**src/rtl/atg_pkg.sv**
```systemverilog
// package: register map, field layout, trigger codes and carriers for the converter control block
//
// Summary of operation
// - gain stage is unipolar after reset; bipolar when bipolar_input_select bit 7 set.
// - unipolar with positive input not above negative saturates result to reference.
// - unipolar gives 10-bit result; bipolar gives two's complement 9 bits plus sign.
// - gain_alternate_select set turns 20x into 32x and 1x into 8x.
// - bit 5 of converter_control_b is read-only and reads zero.
// - reference_select_high picks internal 1.1 V or 2.56 V with other select bits.
// - channel_select_msb written mid-conversion takes effect when conversion completes.
// - auto_trigger_source acts only while auto_trigger_enable is one.
// - auto-trigger starts a conversion on each rising edge of the selected flag that comes while no conversion runs.
// - switching from clear source to set source is a rising edge; starts if enabled.
// - selecting free running (code 0) never itself makes a trigger event.
// - source codes 0..7: free, comparator, ext int 0, t0 A, t0 ovf, t0 B, t1 ovf, wdt.
// - analog_input_disable_0 bits 7:4 and 2:0 disable channel pins 6..0 buffers.
// - analog_input_disable_0 bit 3 disables the reference pin input buffer.
// - analog_input_disable_1 bits 7:4 disable channel pins 10..7 buffers.
// - while a disable bit is set, that pin's port readback reads zero.
package atg_pkg;

    localparam int unsigned ADDR_W = 8;
    localparam int unsigned DATA_W = 8;

    // register offsets
    localparam logic [7:0] OFS_DISABLE_0   = 8'h01;
    localparam logic [7:0] OFS_CONTROL_B   = 8'h03;
    localparam logic [7:0] OFS_DISABLE_1   = 8'h04;
    // control/status bits the table lacks (converter_control_a subset)
    localparam logic [7:0] OFS_CONTROL_A   = 8'h06;
    localparam logic [7:0] OFS_MUX_STATUS  = 8'h07;

    localparam logic [7:0] RST_DISABLE_0   = 8'h00;
    localparam logic [7:0] RST_CONTROL_B   = 8'h00;
    localparam logic [7:0] RST_DISABLE_1   = 8'h00;
    localparam logic [7:0] RST_CONTROL_A   = 8'h00;

    // converter_control_b fields
    localparam int unsigned BIT_BIPOLAR    = 7;
    localparam int unsigned BIT_GAIN_ALT   = 6;
    localparam int unsigned BIT_RESERVED   = 5;
    localparam int unsigned BIT_REF_HIGH   = 4;
    localparam int unsigned BIT_CHAN_MSB   = 3;
    localparam int unsigned TRIG_SRC_LSB   = 0;
    localparam logic [7:0]  CTLB_WMASK     = 8'hDF;

    // converter_control_a fields
    localparam int unsigned BIT_CONV_EN    = 7;
    localparam int unsigned BIT_AUTO_EN    = 5;
    localparam int unsigned BIT_DONE_FLAG  = 4;

    // analog_input_disable_0: bit 3 is the reference pin
    localparam int unsigned BIT_REFPIN_DIS = 3;
    localparam int unsigned PIN_COUNT      = 11;

    typedef enum logic [2:0] {
        ATG_SRC_FREE_RUN  = 3'h0,
        ATG_SRC_COMPARE   = 3'h1,
        ATG_SRC_EXT_INT0  = 3'h2,
        ATG_SRC_T0_CMP_A  = 3'h3,
        ATG_SRC_T0_OVF    = 3'h4,
        ATG_SRC_T0_CMP_B  = 3'h5,
        ATG_SRC_T1_OVF    = 3'h6,
        ATG_SRC_WATCHDOG  = 3'h7
    } atg_src_t;

    typedef enum logic [1:0] {
        ATG_GAIN_1X  = 2'h0,
        ATG_GAIN_8X  = 2'h1,
        ATG_GAIN_20X = 2'h2,
        ATG_GAIN_32X = 2'h3
    } atg_gain_t;

    // settings handed to the analog core
    typedef struct packed {
        logic      bipolar;
        logic      ref_high;
        logic      chan_msb;
        atg_gain_t gain;
    } atg_core_cfg_t;

    // register port
    typedef struct packed {
        logic              wr;
        logic              rd;
        logic [ADDR_W-1:0] addr;
        logic [DATA_W-1:0] wdata;
    } atg_bus_req_t;

endpackage : atg_pkg

```
**src/rtl/atg_ctrl.sv**
```systemverilog
// converter control block: control register b, input disables, trigger and result shaping
module atg_ctrl #(
    parameter int unsigned PIN_N = 11
) (
    // clock and reset
    input  wire logic                           i_clk_sys,
    input  wire logic                           i_rst,
    // register port
    input  wire logic [atg_pkg::ADDR_W-1:0]     i_addr,
    input  wire logic [atg_pkg::DATA_W-1:0]     i_wdata,
    input  wire logic                           i_wr,
    input  wire logic                           i_rd,
    output logic      [atg_pkg::DATA_W-1:0]     o_rdata,
    // converter core
    input  wire logic [7:0]                     i_trig_flags,
    input  wire logic                           i_conv_done,
    input  wire logic [9:0]                     i_raw_mag,
    input  wire logic                           i_raw_neg,
    input  wire logic [2:0]                     i_gain_base,
    output logic                                o_conv_start,
    output atg_pkg::atg_core_cfg_t              o_core_cfg,
    output logic      [9:0]                     o_result,
    output logic                                o_result_valid,
    // pins
    input  wire logic [PIN_N-1:0]               i_pin,
    output logic      [PIN_N-1:0]               o_pin_rd,
    output logic      [PIN_N-1:0]               o_buf_off,
    output logic                                o_refpin_off
);

    // register state
    logic [7:0] ctlb_r,  ctlb_nxt;
    logic [7:0] dis0_r,  dis0_nxt;
    logic [7:0] dis1_r,  dis1_nxt;
    logic [7:0] ctla_r,  ctla_nxt;
    logic [7:0] rdata_r, rdata_nxt;

    // conversion tracking
    logic                   busy_r,      busy_nxt;
    logic                   chan_msb_r,  chan_msb_nxt;
    atg_pkg::atg_core_cfg_t cfg_r,       cfg_nxt;
    logic [9:0]             result_r,    result_nxt;
    logic                   res_vld_r,   res_vld_nxt;

    logic                   trig_start;
    logic                   sw_start;
    logic                   start_r,     start_nxt;
    logic [PIN_N-1:0]       pin_dis;
    logic [PIN_N-1:0]       pin_rd;
    logic [PIN_N-1:0]       buf_off;
    logic                   wr_hit_a;

    // channel 6..0 disables sit in bits 7:4,2:0; channels 10..7 in dis1 7:4
    assign pin_dis = {dis1_r[7:4], dis0_r[7:4], dis0_r[2:0]};

    atg_trig_sel #(
        .SRC_N (8)
    ) u_trig (
        .i_clk_sys (i_clk_sys),
        .i_rst     (i_rst),
        .i_src     (ctlb_r[2:0]),
        .i_auto_en (ctla_r[atg_pkg::BIT_AUTO_EN]),
        .i_conv_en (ctla_r[atg_pkg::BIT_CONV_EN]),
        .i_flags   (i_trig_flags),
        .o_start   (trig_start)
    );

    atg_pin_gate #(
        .PIN_N (PIN_N)
    ) u_pins (
        .i_clk_sys (i_clk_sys),
        .i_rst     (i_rst),
        .i_pin     (i_pin),
        .i_disable (pin_dis),
        .o_pin_rd  (pin_rd),
        .o_buf_off (buf_off)
    );

    // register writes
    always_comb begin
        ctlb_nxt = ctlb_r;
        dis0_nxt = dis0_r;
        dis1_nxt = dis1_r;
        ctla_nxt = ctla_r;
        wr_hit_a = 1'b0;
        if (i_wr) begin
            unique case (i_addr)
                atg_pkg::OFS_CONTROL_B: begin
                    ctlb_nxt = i_wdata & atg_pkg::CTLB_WMASK;
                end
                atg_pkg::OFS_DISABLE_0: begin
                    dis0_nxt = i_wdata;
                end
                atg_pkg::OFS_DISABLE_1: begin
                    dis1_nxt = {i_wdata[7:4], 4'h0};
                end
                atg_pkg::OFS_CONTROL_A: begin
                    wr_hit_a = 1'b1;
                    ctla_nxt[atg_pkg::BIT_CONV_EN] = i_wdata[atg_pkg::BIT_CONV_EN];
                    ctla_nxt[atg_pkg::BIT_AUTO_EN] = i_wdata[atg_pkg::BIT_AUTO_EN];
                    // done flag clears by writing one
                    if (i_wdata[atg_pkg::BIT_DONE_FLAG]) begin
                        ctla_nxt[atg_pkg::BIT_DONE_FLAG] = 1'b0;
                    end
                end
                default: begin
                end
            endcase
        end
        // done sets after the clear so a simultaneous event is kept
        if (i_conv_done && busy_r) begin
            ctla_nxt[atg_pkg::BIT_DONE_FLAG] = 1'b1;
        end
        ctla_nxt[6] = 1'b0;
        ctla_nxt[3:0] = 4'h0;
    end

    // single start from software: bit 6 of control a written one together with enable bit 7
    assign sw_start = wr_hit_a && i_wdata[6] && i_wdata[atg_pkg::BIT_CONV_EN];

    // conversion sequencing and deferred channel msb
    always_comb begin
        busy_nxt     = busy_r;
        chan_msb_nxt = chan_msb_r;
        start_nxt    = 1'b0;
        if ((trig_start || sw_start) && !busy_r) begin
            start_nxt = 1'b1;
            busy_nxt  = 1'b1;
        end
        if (i_conv_done && busy_r) begin
            busy_nxt = 1'b0;
        end
        // msb follows the register only between conversions
        if (!busy_r || i_conv_done) begin
            chan_msb_nxt = ctlb_r[atg_pkg::BIT_CHAN_MSB];
        end
    end

    // core configuration and gain mapping
    always_comb begin
        cfg_nxt          = cfg_r;
        cfg_nxt.bipolar  = ctlb_r[atg_pkg::BIT_BIPOLAR];
        cfg_nxt.ref_high = ctlb_r[atg_pkg::BIT_REF_HIGH];
        cfg_nxt.chan_msb = chan_msb_r;
        // base codes: bit 1 = 20x family, bit 0 = 1x family
        if (i_gain_base[1]) begin
            cfg_nxt.gain = ctlb_r[atg_pkg::BIT_GAIN_ALT] ? atg_pkg::ATG_GAIN_32X
                                                         : atg_pkg::ATG_GAIN_20X;
        end else if (i_gain_base[0]) begin
            cfg_nxt.gain = ctlb_r[atg_pkg::BIT_GAIN_ALT] ? atg_pkg::ATG_GAIN_8X
                                                         : atg_pkg::ATG_GAIN_1X;
        end else begin
            cfg_nxt.gain = atg_pkg::ATG_GAIN_1X;
        end
    end

    // result shaping; the core flags i_raw_neg when positive input is not above negative
    always_comb begin
        result_nxt  = result_r;
        res_vld_nxt = 1'b0;
        if (i_conv_done && busy_r) begin
            res_vld_nxt = 1'b1;
            if (cfg_r.bipolar) begin
                // nine magnitude bits plus sign, two's complement
                result_nxt = i_raw_neg ? (10'h000 - {1'b0, i_raw_mag[8:0]})
                                       : {1'b0, i_raw_mag[8:0]};
            end else if (i_raw_neg) begin
                result_nxt = 10'h3FF;
            end else begin
                result_nxt = i_raw_mag;
            end
        end
    end

    // register reads, data stand one cycle after the strobe
    always_comb begin
        rdata_nxt = 8'h00;
        if (i_rd) begin
            unique case (i_addr)
                atg_pkg::OFS_CONTROL_B:  rdata_nxt = ctlb_r & atg_pkg::CTLB_WMASK;
                atg_pkg::OFS_DISABLE_0:  rdata_nxt = dis0_r;
                atg_pkg::OFS_DISABLE_1:  rdata_nxt = dis1_r;
                atg_pkg::OFS_CONTROL_A:  rdata_nxt = {ctla_r[7], busy_r, ctla_r[5:0]};
                atg_pkg::OFS_MUX_STATUS: rdata_nxt = {7'h00, chan_msb_r};
                default:                 rdata_nxt = 8'h00;
            endcase
        end
    end

    always_ff @(posedge i_clk_sys or posedge i_rst) begin
        if (i_rst) begin
            ctlb_r     <= atg_pkg::RST_CONTROL_B;
            dis0_r     <= atg_pkg::RST_DISABLE_0;
            dis1_r     <= atg_pkg::RST_DISABLE_1;
            ctla_r     <= atg_pkg::RST_CONTROL_A;
            rdata_r    <= 8'h00;
            busy_r     <= 1'b0;
            chan_msb_r <= 1'b0;
            cfg_r      <= '0;
            result_r   <= 10'h000;
            res_vld_r  <= 1'b0;
            start_r    <= 1'b0;
        end else begin
            ctlb_r     <= ctlb_nxt;
            dis0_r     <= dis0_nxt;
            dis1_r     <= dis1_nxt;
            ctla_r     <= ctla_nxt;
            rdata_r    <= rdata_nxt;
            busy_r     <= busy_nxt;
            chan_msb_r <= chan_msb_nxt;
            cfg_r      <= cfg_nxt;
            result_r   <= result_nxt;
            res_vld_r  <= res_vld_nxt;
            start_r    <= start_nxt;
        end
    end

    assign o_rdata        = rdata_r;
    assign o_conv_start   = start_r;
    assign o_core_cfg     = cfg_r;
    assign o_result       = result_r;
    assign o_result_valid = res_vld_r;
    assign o_pin_rd       = pin_rd;
    assign o_buf_off      = buf_off;
    assign o_refpin_off   = dis0_r[atg_pkg::BIT_REFPIN_DIS];

endmodule : atg_ctrl

```
**src/rtl/atg_trig_sel.sv**
```systemverilog
// trigger source multiplexer with rising-edge start detection
module atg_trig_sel #(
    parameter int unsigned SRC_N = 8
) (
    // clock and reset
    input  wire logic             i_clk_sys,
    input  wire logic             i_rst,
    // selection
    input  wire logic [2:0]       i_src,
    input  wire logic             i_auto_en,
    input  wire logic             i_conv_en,
    // trigger flags
    input  wire logic [SRC_N-1:0] i_flags,
    // start pulse
    output logic                  o_start
);

    logic sel_flag;
    logic sel_flag_r;
    logic start_r;
    logic start_nxt;

    always_comb begin
        // free running drives a constant low so selecting it cannot rise
        if (i_src == 3'h0) begin
            sel_flag = 1'b0;
        end else begin
            sel_flag = i_flags[i_src];
        end
        // prev register compares against whatever is now selected: a switch
        // from a clear to a set source rises here too
        start_nxt = i_auto_en && i_conv_en && sel_flag && !sel_flag_r;
    end

    always_ff @(posedge i_clk_sys or posedge i_rst) begin
        if (i_rst) begin
            sel_flag_r <= 1'b0;
            start_r    <= 1'b0;
        end else begin
            sel_flag_r <= sel_flag;
            start_r    <= start_nxt;
        end
    end

    assign o_start = start_r;

endmodule : atg_trig_sel

```
**src/rtl/atg_pin_gate.sv**
```systemverilog
// per-pin input buffer gating with synchronised readback
module atg_pin_gate #(
    parameter int unsigned PIN_N = 11
) (
    // clock and reset
    input  wire logic             i_clk_sys,
    input  wire logic             i_rst,
    // pins and disables
    input  wire logic [PIN_N-1:0] i_pin,
    input  wire logic [PIN_N-1:0] i_disable,
    // readback
    output logic      [PIN_N-1:0] o_pin_rd,
    output logic      [PIN_N-1:0] o_buf_off
);

    logic [PIN_N-1:0] s1_r;
    logic [PIN_N-1:0] s2_r;
    logic [PIN_N-1:0] s3_r;
    logic [PIN_N-1:0] val_r;
    logic [PIN_N-1:0] val_nxt;
    logic [PIN_N-1:0] rd_r;
    logic [PIN_N-1:0] rd_nxt;
    logic [PIN_N-1:0] off_r;

    genvar g;
    generate
        for (g = 0; g < PIN_N; g++) begin : g_pin
            always_comb begin
                // a change counts only once stages two and three agree
                val_nxt[g] = (s2_r[g] == s3_r[g]) ? s2_r[g] : val_r[g];
                rd_nxt[g]  = i_disable[g] ? 1'b0 : val_nxt[g];
            end
        end
    endgenerate

    always_ff @(posedge i_clk_sys or posedge i_rst) begin
        if (i_rst) begin
            s1_r  <= '0;
            s2_r  <= '0;
            s3_r  <= '0;
            val_r <= '0;
            rd_r  <= '0;
            off_r <= '0;
        end else begin
            s1_r  <= i_pin & ~i_disable;
            s2_r  <= s1_r;
            s3_r  <= s2_r;
            val_r <= val_nxt;
            rd_r  <= rd_nxt;
            off_r <= i_disable;
        end
    end

    assign o_pin_rd  = rd_r;
    assign o_buf_off = off_r;

endmodule : atg_pin_gate

```
**config.mk**
```make
export PLATFORM = sky130hd
export DESIGN_NAME = atg_ctrl
export DESIGN_NICKNAME = d
export VERILOG_FILES = /design/src/rtl/atg_pkg.sv /design/src/rtl/atg_ctrl.sv /design/src/rtl/atg_trig_sel.sv /design/src/rtl/atg_pin_gate.sv
export SDC_FILE = /design/constraint.sdc
export NUM_CORES = 1
export LEC_CHECK = 0
export BUFFER_PORTS_ARGS = -buffer_cell sky130_fd_sc_hd__clkbuf_2
export CAP_MARGIN = 10
export CORE_ASPECT_RATIO = 1.4
export CORE_MARGIN = 2
export CORE_UTILIZATION = 50
export DETAILED_ROUTE_END_ITERATION = 6
export HOLD_SLACK_MARGIN = 0.08
export PLACE_DENSITY = 0.75
export SLEW_MARGIN = 30
export SYNTH_ARGS = -nofsm -noshare
export SYNTH_HDL_FRONTEND = slang
export SYNTH_SLANG_ARGS = --single-unit
```
**constraint.sdc**
```tcl
create_clock -name i_clk_sys -period 4.3 [get_ports i_clk_sys]
set_input_delay 0.215 -clock i_clk_sys [delete_from_list [all_inputs] [get_ports i_clk_sys]]
set_output_delay 0.215 -clock i_clk_sys [all_outputs]
set_load 0.005 [all_outputs]
```
==> qor.yml, run 1 <==
status: "complete, no violations"
clock_skew_ns: 0.01131
grt_max_degree: 85
yosysMostFrequentCell: "dfrtp_1"
grtUsageTotal_pct: 20.55
place_inst: 484
cts_tree: "built"
num_vias: 2769
power_leakage_nw: 2.713
synth_cell_types: 50
min_delay_path_depth: 2
die-area_um2: 9189
setup.worst_path.start_class: "input port"
grt_pass1_vias: 2828
core_area_um2: 8198
num_antenna_cells: 0
synth_area_leaders: "dfrtp_1, mux2_1, nor2b_1"
finalNonFillerCells: 537
slew_violations: 0
clkLatencyLatePin_ns: 0.40
drive_gt1_share_pct: 32.41
setup_viol: 0
initial_core_util_pct: 51.40
cellPowerDensity_nw_per_um2: 477.9
synth.net_count: 343
yosysTopAreaCell: "dfrtp_1"
cp-end-kind: "flop"
p_total_mw: 2.663
syn_area_um2: 4214
async_flop_share_pct: 100.0
finalSetupTns_ns: 0
rows: 39
cts.sinks: 117
first_iter_violations: 124
numPortBuffers: 99
period_minus_slack_ns: 1.695
totalWireLength_um: 8291
r2r_slack_ns: 2.61
dpl.hpwl_um: 5656
critPathRequiredTime_ns: 4.58
ant_nets: 0
critPathKind: "input port to flop"
cts.reportedPaths.clkPinSlew_ns: 0.05
tightestPinTransition_ns: 0.7618
r2r_cells: 4
synth_top_area_share_pct: 69.48
grt_pass1_wl_um: 13840
globalplace.congestion: 0.8511
fin_nets: 479
ys.warnings.count: 0
grt_overflow_total: 0
synth_enable_flop_cells: 0
areaGrowthSynthToFinish_pct: 32.24
cts_resized: 0
synth_common_cells: "dfrtp_1, nor2b_1, mux2_1"
seq_area_frac_synth_pct: 69.48
io_pins: 102
nFillCells: 592
holdCritPathClass: "input port to flop"
drc: 0
drv_cap: 0
routed_via_density: 5.156
syn_area_per_cell_um2: 14.63
wl_per_cell_um: 15.44
cts_buffers: 17
synth.ff_latch_count: 117
max-vdd-ir-drop_v: 0.0003854
die_y_um: 112.6
syn_inst: 288
die_w_um: 81.59
firstDrtPassIters: 4
max_freq_mhz: 590.0
final_area_um2: 5573
synth_ff_type: "dfrtp_1"
cts.path.max_buffers: 2
post-route-period-util_pct: 39.42
hold_violations: 0
cp.arrival_ns: 1.98
h-tree-depth: 4
relSlewSlack_pct: 48.83
antenna_found_initial: 0
cts-root-buf: "clkbuf_16"
cp_max_fo: 13
rsz0062_at_grt: "false"
dpl_cell_area_um2: 4820
## through the flow
stage | hold slack, ns | utilization, % | worst slack, ns
after CTS | 0.08426 | 67.95 | 2.593
after detailed placement | 0.3364 | 58.79 | 2.230
final | 0.09872 | 67.98 | 2.605
after global routing | 0.08800 | 67.98 | 2.371
after global placement | 0.3318 | 58.79 | 2.243
after floorplan | 0.2464 | - | 0.9842
## timing repair
item,in CTS,in global routing
hold endpoints to repair,70,0
setup buffers,0,0
hold buffers,23,0
## registers in the layout (all words and copies together), names as in the netlist, 7 cells and up
| signal | flops |
|---|---|
| u_pins.val_r | 11 |
| u_pins.o_pin_rd | 11 |
| u_pins.o_buf_off | 11 |
| ctlb_r | 7 |
| o_result | 10 |
| u_pins.s3_r | 11 |
| o_rdata | 8 |
| dis0_r | 8 |
| u_pins.s2_r | 11 |
| u_pins.s1_r | 11 |
## cell usage in the layout (no fill, tap or decap), types with 2 or more instances in the layout
cell type | synthesis | routed
dlygate4sd3_1 | 0 | 23
nor3b_1 | 2 | 2
nand3b_1 | 2 | 2
clkbuf_2 | 0 | 99
mux2_1 | 21 | 21
clkbuf_16 | 0 | 17
nor3_1 | 3 | 3
o21ai_1 | 2 | 2
clkbuf_8 | 0 | 4
xnor2_1 | 3 | 3
nand2b_1 | 2 | 2
a222oi_1 | 2 | 2
nor2_1 | 12 | 12
nor2b_1 | 23 | 23
clkinv_2 | 0 | 5
clkbuf_1 | 4 | 4
a22o_1 | 3 | 3
mux2_2 | 4 | 4
and3_1 | 2 | 2
a22oi_1 | 5 | 5
nand2_1 | 13 | 13
inv_1 | 7 | 6
o21ai_0 | 9 | 9
nand3_1 | 3 | 3
maj3_1 | 11 | 11
dfrtp_1 | 117 | 117
o22ai_1 | 2 | 2
a21oi_1 | 4 | 4
a31oi_1 | 3 | 3
o22a_1 | 4 | 4
## kinds of logic (layout without fill, tap and decap cells)
kind of cell / Yosys count / in the layout / synth area share [%]
fa+ha+maj: 12 / 12 / 2.910
buf+inv: 13 / 160 / 1.277
mux: 27 / 27 / 7.452
compound gates: 42 / 42 / 7.186
flops: 117 / 117 / 69.48
xor+xnor: 3 / 3 / 0.6236
simple gates: 74 / 74 / 11.07
## routing by layer
| layer | track usage (%) | wire, µm |
|---|---|---|
| met5 | 0 | 0 |
| met4 | 8.889 | 142 |
| met1 | 25.34 | 3405 |
| met3 | 7.556 | 446 |
| met2 | 32.35 | 4297 |
## path summary, 6_finish.rpt
check	start	end
max	i_conv_done	o_result[8]
min	i_wdata[5]	dis0_r[5]
max reg2reg	busy_r	o_result[8]
min reg2reg	u_pins.s1_r[6]	u_pins.s2_r[6]
max in group asynchronous	i_rst	dis0_r[7]
min in group asynchronous	i_rst	u_pins.val_r[6]
## critical path, stage by stage
cell and delay [ns]:
dlygate4sd3_1 0.53, clkbuf_2 0.12, nand2_1 0.17, inv_1 0.37, o21ai_0 0.31, o22a_1 0.26
## report_power, final
group	switching, mW	internal, mW	leakage (nW)
logic	0.104	0.113	0.987
registers	0.0460	1.19	1.46
clock network	0.428	0.783	0.263
total	0.578	2.09	2.71
## final cells by class
class                   instances  area [µm²]  share of cell area [%]
clock inverters                 5       25.02                  0.4490
multi-input cells             158        1232                   22.11
repair buffers                123       733.2                   13.16
clock buffers                  25       495.5                   8.891
well taps                     102       127.6                   2.290
flip-flops and latches        117        2928                   52.54
inverters                       7       31.28                  0.5613
No activity file was read; power rests on OpenSTA's default activity.
==> run 2, diff against run 1 <==
Clock period 4.3 ns to 1.75 ns, I/O delays scaled along.
==> run 2 against run 1 <==
  * Sequential cell count did not move
  * Non-clock buffer count rose by 14
  * Highest routed layer unchanged
  * Final cell count rose by 2.8%
  * Clock skew fell by 0.0055 ns
  * Sequential power rose by 140%
==> qor.yml, run 2 (same netlist as run 1, synthesis figures left out) <==
status: "complete, no violations"
clock_skew_ns: 0.005851  # -0.005462 ns
h-tree-depth: 4  # unchanged
clkLatencyLatePin_ns: 0.40  # about the same
totalWireLength_um: 8702  # +5.0%
grt_max_degree: 118  # +39%
power_leakage_nw: 2.776  # +2.3%
setup_viol: 0  # unchanged
cellPowerDensity_nw_per_um2: 1165  # +140%
firstDrtPassIters: 4  # unchanged
tightestPinTransition_ns: 0.6053  # -0.1565 ns
dpl_cell_area_um2: 4863  # +0.91%
first_iter_violations: 208  # +68%
fin_nets: 493  # +2.9%
dpl.hpwl_um: 5745  # +1.6%
cts_buffers: 17  # unchanged
relSlewSlack_pct: 59.65  # +11 points
hold_violations: 0  # unchanged
io_pins: 102  # unchanged
grtUsageTotal_pct: 21.38  # +0.83 points
mostFrequentLayoutCells: "dfrtp_1, clkbuf_2, dlygate4sd3_1"
utilization_pct: 69.81  # +1.8 points
cts.sinks: 117  # unchanged
slew_violations: 0  # unchanged
seqCellArea_um2: 2928  # unchanged
max-vdd-ir-drop_v: 0.0006886  # +79%
critPathRequiredTime_ns: 2.02  # -2.56 ns
num_antenna_cells: 0  # unchanged
cts-root-buf: "clkbuf_16"
rows: 39  # unchanged
numPortBuffers: 99  # unchanged
num_vias: 2815  # +1.7%
drive_gt1_share_pct: 31.78  # -0.64 points
die_y_um: 112.6  # unchanged
core_area_um2: 8198  # unchanged
multi_input_area_um2: 1232  # unchanged
drc: 0  # unchanged
cp.arrival_ns: 1.82  # -0.16 ns
globalplace.congestion: 0.8086  # -5.0%
areaGrowthSynthToFinish_pct: 35.81
final_common_cell: "dfrtp_1"
period_minus_slack_ns: 1.551
grt_pass1_wl_um: 14400  # +4.0%
die_w_um: 81.59  # unchanged
holdCritPathClass: "input port to flop"
cts_tree: "built"
nFillCells: 592  # unchanged
cp-end-kind: "flop"
rsz0062_at_grt: "false"
routed_via_density: 5.100  # -1.1%
post-place-ws_ns: 0.1531  # -2.077 ns
die-area_um2: 9189  # unchanged
final_area_um2: 5723  # +2.7%
cts_resized: 0  # unchanged
finalSetupTns_ns: 0  # unchanged
slowest_delay_ns: 0.55  # +0.02 ns
critPathKind: "input port to flop"
drv_cap: 0  # unchanged
crit_slowest_cell: "dlygate4sd3_1"
cts.path.max_buffers: 2  # unchanged
initial_core_util_pct: 51.40  # unchanged
grt_overflow_total: 0  # unchanged
post-route-period-util_pct: 88.60
grt_pass1_vias: 3015  # +6.6%
cts.reportedPaths.clkPinSlew_ns: 0.05  # about the same
antenna_found_initial: 0  # unchanged
final.setup.worst_slack_ns: 0.1995  # -2.406 ns
crit_path_cell_trace: "dlygate4sd3_1, clkbuf_2, and4bb_2, a22o_1, a222oi_1, nor2_1"
finalHoldWorstSlack_ns: 0.1084  # +0.009708 ns
cts_setup_buffers: 0  # unchanged
ant_nets: 0  # unchanged
wl_per_cell_um: 15.76  # +2.1%
cp_max_fo: 5  # -8
setup.worst_path.start_class: "input port"
max_freq_mhz: 644.9
[run 2: final timing paths]
path | slack [ns] | end | depth (start not counted) | startpoint
setup / recovery | 0.20 | o_rdata[6] | 6 | i_addr[3]
hold / removal | 0.11 | o_result[4] | 3 | i_raw_mag[4]
setup reg to reg | 0.33 | u_trig.o_start | 4 | ctlb_r[0]
hold reg to reg | 0.34 | u_pins.s2_r[2] | 0 | u_pins.s1_r[2]
max in group asynchronous | 0.90 | u_trig.sel_flag_r | 4 | i_rst
min in group asynchronous | 0.38 | u_pins.s3_r[6] | 4 | i_rst
[run 2: final cells by class]
cell class	instances	share of cell area, %
clock inverter	5	0.8745
tap	102	2.230
inverter	7	0.5247
multi-input combinational	158	21.53
sequential	117	51.16
timing repair buffer	137	15.30
clock buffer	26	8.373
[run 2: power breakdown]
| part | internal [mW] | switching (mW) | leakage, nW | total (mW) |
|---|---|---|---|---|
| sequential | 2.92 | 0.110 | 1.46 | 3.03 |
| clock | 2.00 | 1.06 | 0.262 | 3.07 |
| combinational | 0.300 | 0.266 | 1.05 | 0.566 |
[run 2: routing by layer]
layer / vias up / GRT usage, % / part of all wire [%]
met1: 1397 / 26.00 / 41
met2: 81 / 34.21 / 52
li1: 1319 / - / -
met3: 18 / 5.949 / 4.2
met5: - / 0 / 0
met4: 0 / 11.44 / 2.8
[run 2: worst max-delay path: cells and delay by family]
family | cells | cell delay [ns]
buffers and inverters | 2 | 0.72
AO/OA/AOI/OAI | 2 | 0.62
AND/OR/NAND/NOR | 2 | 0.38
[run 2: what timing repair did]
action | 4_1_cts | 5_1_grt
hold buffers | 33 | 0
setup endpoints to repair | 0 | 0
hold endpoints to repair | 165 | 0
[run 2: through the flow]
stage,power (mW),cells
2_1_floorplan,3.305,288
5_1_grt,6.966,552
4_1_cts,6.739,552
3_5_place_dp,3.586,488
6_report,6.666,552
3_3_place_gp,3.559,488
==> run 3, diff against run 2 <==
Settings changed: GPL_TIMING_DRIVEN from default to 0.
==> run 3 against run 2 <==
  * Die area stayed put
  * Worst setup slack worse by 0.020 ns
  * Combinational power is 3% higher
  * Core utilization is 1.7 points higher
  * Largest cell class unchanged
  * Maximum frequency is 1.3% lower
  * Hold slack worse by 0.0068 ns
  * Sequential share of layout area is 1.2 points lower
==> qor.yml, run 3 (same netlist as run 1, synthesis figures left out) <==
status: "complete, no violations"
cp.arrival_ns: 1.83  # about the same
grt_max_degree: 32  # -73%
grt_overflow_total: 0  # unchanged
rr_startpoint: "o_core_cfg[4]"
drc: 0  # unchanged
grt_pass1_vias: 3108  # +3.1%
dpl.hpwl_um: 6047  # +5.3%
critical_path.top_delay_family: "buffers and inverters"
nFillCells: 572  # -3.4%
place_inst: 492  # +0.82%
crit_buf_inv: 2  # unchanged
hold_end: "u_trig.sel_flag_r"
post-route-period-util_pct: 89.73  # +1.1 points
period_minus_slack_ns: 1.570  # +0.01977 ns
finalNonFillerCells: 555  # +0.54%
clock_skew_ns: 0.008239  # +0.002389 ns
cts.reportedPaths.clkPinSlew_ns: 0.05  # about the same
die-area_um2: 9189  # unchanged
slowest_delay_ns: 0.54  # about the same
rows: 39  # unchanged
multi_input_area_um2: 1232  # unchanged
min_delay_path_depth: 4  # +1
cts-root-buf: "clkbuf_16"
max-vdd-ir-drop_v: 0.0008562  # +24%
first_iter_violations: 204  # -1.9%
cts_tree: "built"
rsz0062_at_grt: "false"
critPathKind: "input port to flop"
grt_pass1_wl_um: 15070  # +4.6%
max_freq_mhz: 636.8  # -1.3%
ant_nets: 0  # unchanged
die_w_um: 81.59  # unchanged
antenna_found_initial: 0  # unchanged
crit_slowest_cell: "dlygate4sd3_1"
core_area_um2: 8198  # unchanged
fin_nets: 495  # +0.41%
hold_violations: 0  # unchanged
utilization_pct: 71.50  # +1.7 points
crit_path_cell_trace: "dlygate4sd3_1, clkbuf_2, and4bb_2, a22o_1, a222oi_1, nor2_1"
initial_core_util_pct: 51.40  # unchanged
num_antenna_cells: 0  # unchanged
cp-end-kind: "flop"
cts.path.max_buffers: 2  # unchanged
tightestPinTransition_ns: 0.5065  # -0.09880 ns
relSlewSlack_pct: 65.87  # +6.2 points
switching_power_mw: 1.511  # +4.8%
cellPowerDensity_nw_per_um2: 1216  # +4.4%
holdCritPathClass: "input port to flop"
clock_power_share_pct: 49.2  # +3.2 points
clkLatencyLatePin_ns: 0.40  # about the same
r2r_slack_ns: 0.31  # -0.02 ns
wl_per_cell_um: 16.32  # +3.5%
mostFrequentLayoutCells: "dfrtp_1, clkbuf_2, dlygate4sd3_1"
final_common_cell: "dfrtp_1"
r2r_cells: 4  # unchanged
io_pins: 102  # unchanged
numPortBuffers: 98  # -1.0%
totalWireLength_um: 9059  # +4.1%
setup_viol: 0  # unchanged
swShare_pct: 21.19  # -0.43 points
slew_violations: 0  # unchanged
p_int_mw: 5.617  # +7.5%
num_vias: 2875  # +2.1%
critPathRequiredTime_ns: 2.01  # about the same
setup.worst_path.start_class: "input port"
seq_power_share_pct: 42.6  # -2.9 points
min_from: "i_trig_flags[4]"
power.share.combinational_pct: 8.2  # -0.3 points
globalplace.congestion: 0.8506  # +5.2%
power_leakage_nw: 2.835  # +2.1%
areaGrowthSynthToFinish_pct: 39.10
seqCellArea_um2: 2928  # unchanged
grtUsageTotal_pct: 22.28  # +0.90 points
routed_via_density: 5.180  # +1.6%
cts.sinks: 117  # unchanged
cp_max_fo: 5  # unchanged
rr_endpoint: "o_result[9]"
drv_cap: 0  # unchanged
cts_buffers: 17  # unchanged
h-tree-depth: 4  # unchanged
die_y_um: 112.6  # unchanged
firstDrtPassIters: 5  # +1
drive_gt1_share_pct: 32.89  # +1.1 points
run 3: worst max-delay path by stage:
stage             endpoint           from  depth (start not counted)  slack [ns]
2_1_floorplan       busy_r          i_rst                          1        0.24
3_3_place_gp   o_result[6]          i_rst                          2       -0.38
3_5_place_dp   o_result[9]  o_core_cfg[4]                          5        0.16
4_1_cts        o_result[9]  o_core_cfg[4]                          5        0.15
5_1_grt        o_result[7]   i_raw_mag[2]                          6        0.04
6_report        o_rdata[6]      i_addr[3]                          6        0.18
run 3: power by group through the flow:
stage	combinational, mW	sequential (mW)	clock [mW]
6_report	0.583	3.03	3.51
2_1_floorplan	0.241	3.06	0
4_1_cts	0.596	3.03	3.55
3_5_place_dp	0.535	3.07	0
3_3_place_gp	0.491	3.06	0
5_1_grt	0.654	3.06	3.69
run 3: worst min-delay path, delay by kind of cell:
kind	cells	cell delay, ns
simple gates	1	0.05
buf+inv	1	0.08
mux	1	0.14
compound gates	1	0.08
run 3: layout make-up:
| type | instances | share of cell area, % |
|---|---|---|
| clock inverter | 8 | 2.070 |
| multi-input combinational | 158 | 21.02 |
| tap | 102 | 2.177 |
| clock buffer | 24 | 8.388 |
| sequential | 117 | 49.95 |
| timing repair buffer | 134 | 15.45 |
| buffer | 5 | 0.4269 |
| inverter | 7 | 0.5123 |
run 3: routing by layer:
layer / GRT usage [%] / up-vias / part of all wire (%)
li1: - / 1332 / -
met1: 27.12 / 1434 / 40
met2: 36.23 / 90 / 53
met3: 6.350 / 19 / 4.7
met4: 10.56 / 0 / 2.2
met5: 0 / - / 0
run 3: repair_timing:
action / in CTS / in global routing
hold endpoints to repair: 84 / 0
setup buffers: 0 / 0
hold buffers: 32 / 0
setup endpoints to repair: 0 / 2
resized for setup: 0 / 2
run 3: per-stage QoR:
step	worst slack (ns)	instance area (µm²)	power, mW	hold slack, ns	setup TNS (ns)
after global routing	0.04119	5862	7.401	0.1229	0
after floorplan	0.2351	4218	3.305	0.1189	0
after global placement	-0.3788	4836	3.556	0.2110	-43.45
after CTS	0.1527	5864	7.176	0.08213	0
after detailed placement	0.1639	4931	3.608	0.1052	0
final	0.1797	5862	7.128	0.1016	0
